`config.mk`:
```
export PLATFORM = sky130hd
export DESIGN_NAME = cafc_top
export DESIGN_NICKNAME = d
export VERILOG_FILES = /design/src/common/cafc_pkg.sv /design/src/hdl/cafc_top.sv
export SDC_FILE = /design/constraint.sdc
export NUM_CORES = 1
export LEC_CHECK = 0
export ABC_CLOCK_PERIOD_IN_PS = 5300
export BUFFER_PORTS_ARGS = -buffer_cell sky130_fd_sc_hd__buf_2
export CAP_MARGIN = 40
export CORE_MARGIN = 10
export CORE_UTILIZATION = 58
export DETAILED_ROUTE_END_ITERATION = 16
export PLACE_DENSITY_LB_ADDON = 0.08
export SYNTH_ARGS = -nofsm -noshare
export SYNTH_HDL_FRONTEND = slang
export SYNTH_SLANG_ARGS = --single-unit
```
`constraint.sdc`:
```
create_clock -name clk_i -period 5.3 [get_ports clk_i]
set_input_delay 0.53 -clock clk_i [delete_from_list [all_inputs] [get_ports clk_i]]
set_output_delay 0.53 -clock clk_i [all_outputs]
set_load 0.005 [all_outputs]
```
`src/common/cafc_pkg.sv`:
```
// constants and types for the acceptance filter control block
package cafc_pkg;
   localparam int unsigned ADDR_W        = 8;
   localparam int unsigned DATA_W        = 32;
   localparam int unsigned NUM_FILT      = 8;
   localparam int unsigned NUM_MASK      = 4;
   localparam int unsigned ID_W          = 29;
   // register offsets, byte addresses
   localparam logic [7:0]  OFS_CTRL_0_3  = 8'h00;
   localparam logic [7:0]  OFS_CTRL_4_7  = 8'h10;
   localparam logic [7:0]  OFS_CLR_ALIAS = 8'h04;
   localparam logic [7:0]  OFS_SET_ALIAS = 8'h08;
   localparam logic [7:0]  OFS_INV_ALIAS = 8'h0C;
   localparam logic [7:0]  OFS_MASK_BASE = 8'h20;
   localparam logic [7:0]  OFS_MATCH     = 8'h40;
   // field positions within one filter byte
   localparam int unsigned POS_ENABLE    = 7;
   localparam int unsigned POS_MASK_LO   = 5;
   localparam int unsigned POS_FIFO_LO   = 0;
   // mask register layout: sid 31:21, id type 19, eid 17:0
   localparam int unsigned POS_M_SID     = 21;
   localparam int unsigned POS_M_IDE     = 19;
   localparam logic [31:0] MASK_IMPL     = 32'hFFEB_FFFF;
   localparam logic [31:0] CTRL_RESET    = 32'h0000_0000;
   localparam logic [31:0] MASK_RESET    = 32'h0000_0000;
   localparam logic [31:0] READ_ZERO     = 32'h0000_0000;
   typedef enum logic [1:0] {CAFC_WR_PLAIN, CAFC_WR_CLR, CAFC_WR_SET, CAFC_WR_INV} cafc_wr_t;
endpackage

```
`src/hdl/cafc_top.sv`:
```
// acceptance filter control for filters 0 to 7 with match and route logic
`timescale 1ns/1ps
// Notes on behaviour
// - each filter byte: bit7 enable, bits 6:5 mask choice, bits 4:0 fifo target
// - first register holds filters 0-3, second 4-7, low filter in low byte
// - only an enabled filter takes part in matching
// - mask choice code n picks acceptance mask n
// - matching message goes to the fifo named by fifo target
// - mask choice and fifo target change only while that filter is disabled
// - clear alias at base plus 4 clears written one bits
// - set alias at base plus 8 sets written one bits
// - invert alias at base plus 12 toggles written one bits
// - all filter bits read and write, reset to zero
// - mask bit one compares that identifier bit, zero is don't care
// - id type bit one requires matching frame type, zero accepts either
module cafc_top
   import cafc_pkg::*;
(
   input  wire logic                 clk_i,
   input  wire logic                 rst_i,
   input  wire logic [7:0]           addr_i,
   input  wire logic [31:0]          wdata_i,
   input  wire logic                 wr_i,
   input  wire logic                 rd_i,
   output logic      [31:0]          rdata_o,
   input  wire logic                 msg_valid_i,
   input  wire logic [28:0]          msg_id_i,
   input  wire logic                 msg_ext_i,
   input  wire logic [7:0][28:0]     filt_id_i,
   input  wire logic [7:0]           filt_ext_i,
   output logic                      accept_o,
   output logic [4:0]                fifo_o,
   output logic [2:0]                hit_filter_o,
   output logic [7:0]                filt_enable_o
);
   import cafc_pkg::*;

   logic [1:0][31:0] ctrl_q, ctrl_d;
   logic [3:0][31:0] mask_q, mask_d;
   logic [31:0]      rdata_q, rdata_d;
   logic             accept_q, accept_d;
   logic [4:0]       fifo_q, fifo_d;
   logic [2:0]       hit_q, hit_d;

   // applies an alias operation to the old value
   function automatic logic [31:0] alias_op(input logic [31:0] old,
                                            input logic [31:0] wd,
                                            input logic [1:0]  op);
      logic [31:0] r;
      r = old;
      case (op)
         2'h0:    r = wd;
         2'h1:    r = old & ~wd;
         2'h2:    r = old | wd;
         2'h3:    r = old ^ wd;
         default: r = old;
      endcase
      return r;
   endfunction

   // filter byte of filter f out of the control pair
   function automatic logic [7:0] fbyte(input logic [1:0][31:0] c, input int f);
      return c[f / 4][(f % 4) * 8 +: 8];
   endfunction

   ////////////////////////////////////////////////////////////////////////
   // register writes
   always_comb begin
      logic [31:0] nv;
      logic [31:0] cur;
      logic [1:0]  op;
      nv  = READ_ZERO;
      cur = READ_ZERO;
      op  = addr_i[3:2];
      ctrl_d = ctrl_q;
      mask_d = mask_q;
      if (wr_i && addr_i[7:5] == 3'h0) begin
         cur = ctrl_q[addr_i[4]];
         nv  = alias_op(cur, wdata_i, op);
         for (int b = 0; b < 4; b++) begin
            // enable always writable; others only while enable was clear
            ctrl_d[addr_i[4]][b * 8 + POS_ENABLE] = nv[b * 8 + POS_ENABLE];
            if (!cur[b * 8 + POS_ENABLE]) begin
               ctrl_d[addr_i[4]][b * 8 +: 7] = nv[b * 8 +: 7];
            end
         end
      end
      // masks sit on 8-byte steps; odd words are holes, not second copies
      if (wr_i && addr_i[7:6] == 2'h0 && addr_i[5] && addr_i[2:0] == 3'h0) begin
         mask_d[addr_i[4:3]] = wdata_i & MASK_IMPL;
      end
   end

   ////////////////////////////////////////////////////////////////////////
   // read path, data one cycle after the strobe
   always_comb begin
      rdata_d = READ_ZERO;
      if (rd_i) begin
         if (addr_i == OFS_CTRL_0_3) begin
            rdata_d = ctrl_q[0];
         end else if (addr_i == OFS_CTRL_4_7) begin
            rdata_d = ctrl_q[1];
         end else if (addr_i[7:5] == 3'h1 && addr_i[2:0] == 3'h0) begin
            rdata_d = mask_q[addr_i[4:3]];
         end else if (addr_i == OFS_MATCH) begin
            rdata_d = {23'h0, accept_q, fifo_q, hit_q};
         end
         // aliases and unmapped offsets read zero
      end
   end

   ////////////////////////////////////////////////////////////////////////
   // match engine; lowest numbered hitting filter wins
   always_comb begin
      logic [7:0]  fb;
      logic [31:0] m;
      logic [28:0] cm;
      logic        hit;
      fb = 8'h00;
      m  = READ_ZERO;
      cm = 29'h0;
      hit = 1'b0;
      accept_d = 1'b0;
      fifo_d   = fifo_q;
      hit_d    = hit_q;
      if (msg_valid_i) begin
         for (int f = NUM_FILT - 1; f >= 0; f--) begin
            fb = fbyte(ctrl_q, f);
            m  = mask_q[fb[POS_MASK_LO +: 2]];
            cm = {m[POS_M_SID +: 11], m[17:0]};
            hit = (((msg_id_i ^ filt_id_i[f]) & cm) == 29'h0);
            if (m[POS_M_IDE] && (msg_ext_i != filt_ext_i[f])) begin
               hit = 1'b0;
            end
            if (fb[POS_ENABLE] && hit) begin
               accept_d = 1'b1;
               fifo_d   = fb[POS_FIFO_LO +: 5];
               hit_d    = f[2:0];
            end
         end
      end
   end

   always_ff @(posedge clk_i) begin
      if (rst_i) begin
         ctrl_q   <= {CTRL_RESET, CTRL_RESET};
         mask_q   <= {MASK_RESET, MASK_RESET, MASK_RESET, MASK_RESET};
         rdata_q  <= READ_ZERO;
         accept_q <= 1'b0;
         fifo_q   <= 5'h00;
         hit_q    <= 3'h0;
         filt_enable_o <= 8'h00;
      end else begin
         ctrl_q   <= ctrl_d;
         mask_q   <= mask_d;
         rdata_q  <= rdata_d;
         accept_q <= accept_d;
         fifo_q   <= fifo_d;
         hit_q    <= hit_d;
         for (int f = 0; f < NUM_FILT; f++) begin
            filt_enable_o[f] <= ctrl_d[f / 4][(f % 4) * 8 + POS_ENABLE];
         end
      end
   end

   assign rdata_o      = rdata_q;
   assign accept_o     = accept_q;
   assign fifo_o       = fifo_q;
   assign hit_filter_o = hit_q;
endmodule // cafc_top

```
==> results.ini <==
[status]
run_status = completed

[grt]
grt_max_degree = 70
globalRouteTotalUtil_pct = 45.0
via_count_of_the_first_global_routing_pass = 21000
grt_remaining_overflow = 0
grt_pass1_wl_um = 146000
antenna_found_initial = 6

[clock_tree]
cts_tree = yes
cts.sinks = 225
clk_root_buffer_cell = sky130_fd_sc_hd__clkbuf_16
postCtsHoldBufs = 0
cts_buffers = 25
worst_skew_pair_later_pin_latency_ns = 0.58
post-cts-setup-buffers = 0
ctsLongestPathBuffers = 3
cts.clk_slew.worst_paths_ns = 0.06
h_tree_level_count = 1
post_cts_resize_count = 0

[critical_path]
reg2reg_slack_ns = 1.04
start_kind = flop
critical_path.endpoint_type = flop
worstPathArrival_ns = 4.67
worstReg2RegStart = ctrl_q[53]
reg2reg_depth = 9
critical_path.max_fanout = 22
criticalPathCategory = flop to flop
r2r_end = fifo_o[2]
endpoint_required_time_on_the_critical_path_ns = 5.71

[logic_synthesis]
synth_top_family_by_area = multiplexers
synth_area_per_cell_um2 = 10.2
synth.cell_area_mm2 = 0.0207
post_synthesis_share_of_cell_area_spent_on_xor_and_xnor_gates_pct = 10.2
synth_simple_gate_area_share_pct = 9.62
synth_top_area_share_pct = 32.9
netlist_top_cells_area = sky130_fd_sc_hd__mux4_2 (33%), sky130_fd_sc_hd__dfxtp_1 (22%), sky130_fd_sc_hd__xor2_1 (10%), sky130_fd_sc_hd__a22oi_1 (5.6%), sky130_fd_sc_hd__nand2_1 (4.9%)
distinct_cell_type_count_after_synthesis = 45
synth-seq-cells = 225
synth_compound_area_share_pct = 11.1
synth_warnings = 0
synthArstFlopShare_pct = 0
yosysTopAreaCell = sky130_fd_sc_hd__mux4_2
synth_nets = 2405
seq_area_frac_synth_pct = 21.8
synth_cells = 2026
synth_edf_count = 0
yosys.area_share.adder_pct = 3.87
dominantRegCellSynth = sky130_fd_sc_hd__dfxtp_1
yosys-mux-area-fraction_pct = 37.8

[worst_hold_path]
min_from = wdata_i[13]
min_delay_path_depth = 3
worstHoldPathType = primary input to flop
worst_hold_path.endpoint = mask_q[109]

[pwr]
p_leak_nw = 9.19
peak_supply_drop_mv = 0.294
p_per_area_mw_per_mm2 = 181

[routing]
ant_nets = 0
top_layer = met5
remaining_drc_errors = 0
dr_total_vias = 21000
wire_length_on_met1_um = 32800
routedWlPerCell_um = 36.8
routed_length_on_met3_um = 18100
finalWirelength_um = 102000
detailroute.wirelength.met2_um = 42200
detail_route.vias_per_cell = 7.56
drt_pre_antenna_iters = 7
detailedRoute.firstIterationViolations = 3652

[sta]
fin_crit_sh_pct = 80.4
finalHoldViolCount = 0
final-setup-viol-count = 0
timing.fmax_mhz = 235
slew-limit-headroom_pct = 34.8
timing.setup.tns_ns = 0
slew_viol_final = 0
final_critical_path_setup_slack_ns = 1.04
finalWorstPathRequiredPeriod_ns = 4.26
finalClockSkew_ns = 0.0422
grt_setup_unrepaired = false
worstMarginPinSlew_ns = 0.975

[placed_design]
setup_slack_after_placement_ns = 1.13
place_hpwl_um = 74700
placement.io_buffers = 363
gpl.final_weighted_congestion = 1.12

[die]
die_height_um = 209
fp-row-count = 69
fp.coreArea_mm2 = 0.0354
horiz_die_dim_um = 209
start_util_pct = 58.4
io_pins = 364
dieArea_mm2 = 0.0436

[final_layout]
nets = 2675
layout-area-overhead-vs-synth_pct = 14.9
share_of_layout_cells_above_drive_strength_1_pct = 34.3
number_of_fill_cells_in_the_layout = 2807

[job]
max_cap_viol_count = 0

## layer usage
metal,vias up,global-route usage (%)
met4,6,30.3
met1,10000,52.4
met2,2205,64.7
met3,600,21.5
met5,-,0.688
li1,8127,-
## registers in the layout, indices dropped and copies added (netlist names)
| name | cells |
|---|---|
| filt_enable_o | 8 |
| rdata_o | 32 |
| mask_q | 120 |
| accept_o | 1 |
| ctrl_q | 56 |
| hit_filter_o | 3 |
| fifo_o | 5 |
## kinds of logic (layout without fill, tap and decap cells)
family,Yosys count,count (layout)
simple gates,461,461
mux,402,402
compound gates,357,357
buf+inv,277,562
xor+xnor,240,240
flops,225,225
fa+ha+maj,64,64
other cells,0,5
## power by group
part	leakage, nW	internal (mW)	total [mW]	switching (mW)
registers	1.82	1.70	1.72	0.0207
logic	6.97	0.271	0.736	0.465
clock network	0.409	1.10	1.84	0.741
total	9.19	3.07	4.30	1.23
## cells in the final DEF, fill, tap and decap left out, types with 5 or more instances in the layout
master	instances
sky130_fd_sc_hd__clkbuf_1	5
sky130_fd_sc_hd__nor2_1	106
sky130_fd_sc_hd__clkbuf_16	25
sky130_fd_sc_hd__a22oi_1	154
sky130_fd_sc_hd__a211oi_1	5
sky130_fd_sc_hd__nor3_2	5
sky130_fd_sc_hd__diode_2	5
sky130_fd_sc_hd__a21boi_0	10
sky130_fd_sc_hd__nand4_1	38
sky130_fd_sc_hd__nor4_1	5
sky130_fd_sc_hd__nor3_1	8
sky130_fd_sc_hd__o211ai_1	5
sky130_fd_sc_hd__o21ai_0	22
sky130_fd_sc_hd__inv_1	102
sky130_fd_sc_hd__ha_1	64
sky130_fd_sc_hd__mux2i_1	84
sky130_fd_sc_hd__dfxtp_2	8
sky130_fd_sc_hd__buf_2	360
sky130_fd_sc_hd__a22o_1	10
sky130_fd_sc_hd__mux4_2	302
sky130_fd_sc_hd__a21oi_1	137
sky130_fd_sc_hd__buf_12	5
sky130_fd_sc_hd__buf_4	46
sky130_fd_sc_hd__nand2_1	271
sky130_fd_sc_hd__mux2_2	16
sky130_fd_sc_hd__xor2_1	240
sky130_fd_sc_hd__dfxtp_1	217
## worst max-delay path, cell delays in order, from the launching register on
cell and delay [ns]:
sky130_fd_sc_hd__dfxtp_2 0.54, sky130_fd_sc_hd__buf_4 0.47, sky130_fd_sc_hd__mux4_2 0.55, sky130_fd_sc_hd__a22oi_1 0.33
sky130_fd_sc_hd__nand4_1 0.20, sky130_fd_sc_hd__nor4_4 0.82, sky130_fd_sc_hd__a21oi_1 0.22, sky130_fd_sc_hd__a31oi_2 0.58
sky130_fd_sc_hd__and2_1 0.27, sky130_fd_sc_hd__a31oi_1 0.10
## Yosys cell counts (2+ instances only)
| cell | n |
|---|---|
| sky130_fd_sc_hd__buf_4 | 15 |
| sky130_fd_sc_hd__dfxtp_1 | 225 |
| sky130_fd_sc_hd__nor3_1 | 13 |
| sky130_fd_sc_hd__nor2b_1 | 2 |
| sky130_fd_sc_hd__and3_1 | 3 |
| sky130_fd_sc_hd__nor4_1 | 5 |
| sky130_fd_sc_hd__mux2_2 | 16 |
| sky130_fd_sc_hd__a21boi_0 | 10 |
| sky130_fd_sc_hd__o21ai_0 | 22 |
| sky130_fd_sc_hd__buf_1 | 55 |
| sky130_fd_sc_hd__a211oi_1 | 5 |
| sky130_fd_sc_hd__or4_1 | 4 |
| sky130_fd_sc_hd__inv_1 | 102 |
| sky130_fd_sc_hd__mux4_2 | 302 |
| sky130_fd_sc_hd__a31oi_1 | 4 |
| sky130_fd_sc_hd__buf_2 | 19 |
| sky130_fd_sc_hd__nor4b_1 | 2 |
| sky130_fd_sc_hd__xor2_1 | 240 |
| sky130_fd_sc_hd__nand4_1 | 38 |
| sky130_fd_sc_hd__clkbuf_1 | 82 |
| sky130_fd_sc_hd__a21oi_1 | 137 |
| sky130_fd_sc_hd__nor4_4 | 2 |
| sky130_fd_sc_hd__and4_1 | 3 |
| sky130_fd_sc_hd__and2_1 | 2 |
| sky130_fd_sc_hd__a22oi_1 | 154 |
| sky130_fd_sc_hd__o221ai_1 | 4 |
| sky130_fd_sc_hd__mux2i_1 | 84 |
| sky130_fd_sc_hd__o211ai_1 | 5 |
| sky130_fd_sc_hd__nor4_2 | 2 |
| sky130_fd_sc_hd__nand3_1 | 2 |
| sky130_fd_sc_hd__buf_6 | 4 |
| sky130_fd_sc_hd__nor2_1 | 106 |
| sky130_fd_sc_hd__nand2b_1 | 3 |
| sky130_fd_sc_hd__nand2_1 | 271 |
| sky130_fd_sc_hd__a22o_1 | 10 |
| sky130_fd_sc_hd__ha_1 | 64 |
## per-stage QoR
stage          util, %  cell area, µm²  hold WS, ns  power [mW]  std cells
4_1_cts           66.9           23700        0.251        4.25       2769
5_1_grt           67.1           23700        0.272        4.39       2773
6_report          67.1           23700        0.256        4.30       2777
2_1_floorplan        -           20700        0.464        2.11       2026
3_3_place_gp      64.0           22700        0.477        2.43       2717
3_5_place_dp      64.6           22900        0.494        2.45       2727
## worst max path at each step
stage	from	to	slack, ns	cells past startpoint
global placement	ctrl_q[45]	fifo_o[2]	1.13	9
global route	ctrl_q[53]	fifo_o[1]	0.85	9
detailed placement	ctrl_q[53]	fifo_o[2]	1.13	9
floorplan	addr_i[4]	ctrl_q[48]	2.41	9
CTS	ctrl_q[53]	fifo_o[2]	1.09	9
finish	ctrl_q[53]	fifo_o[2]	1.04	9
## area by class of cell
cell class | instances | area [µm²] | area share, %
multi-input combinational | 1524 | 15000 | 63.4
tap | 461 | 577 | 2.43
inverter | 102 | 383 | 1.61
antenna | 5 | 12.5 | 0.0527
sequential | 225 | 4510 | 19.0
clock inverter | 9 | 151 | 0.638
timing repair buffer | 418 | 2380 | 10.0
clock buffer | 33 | 686 | 2.89
(Power assumes the default switching activity.)
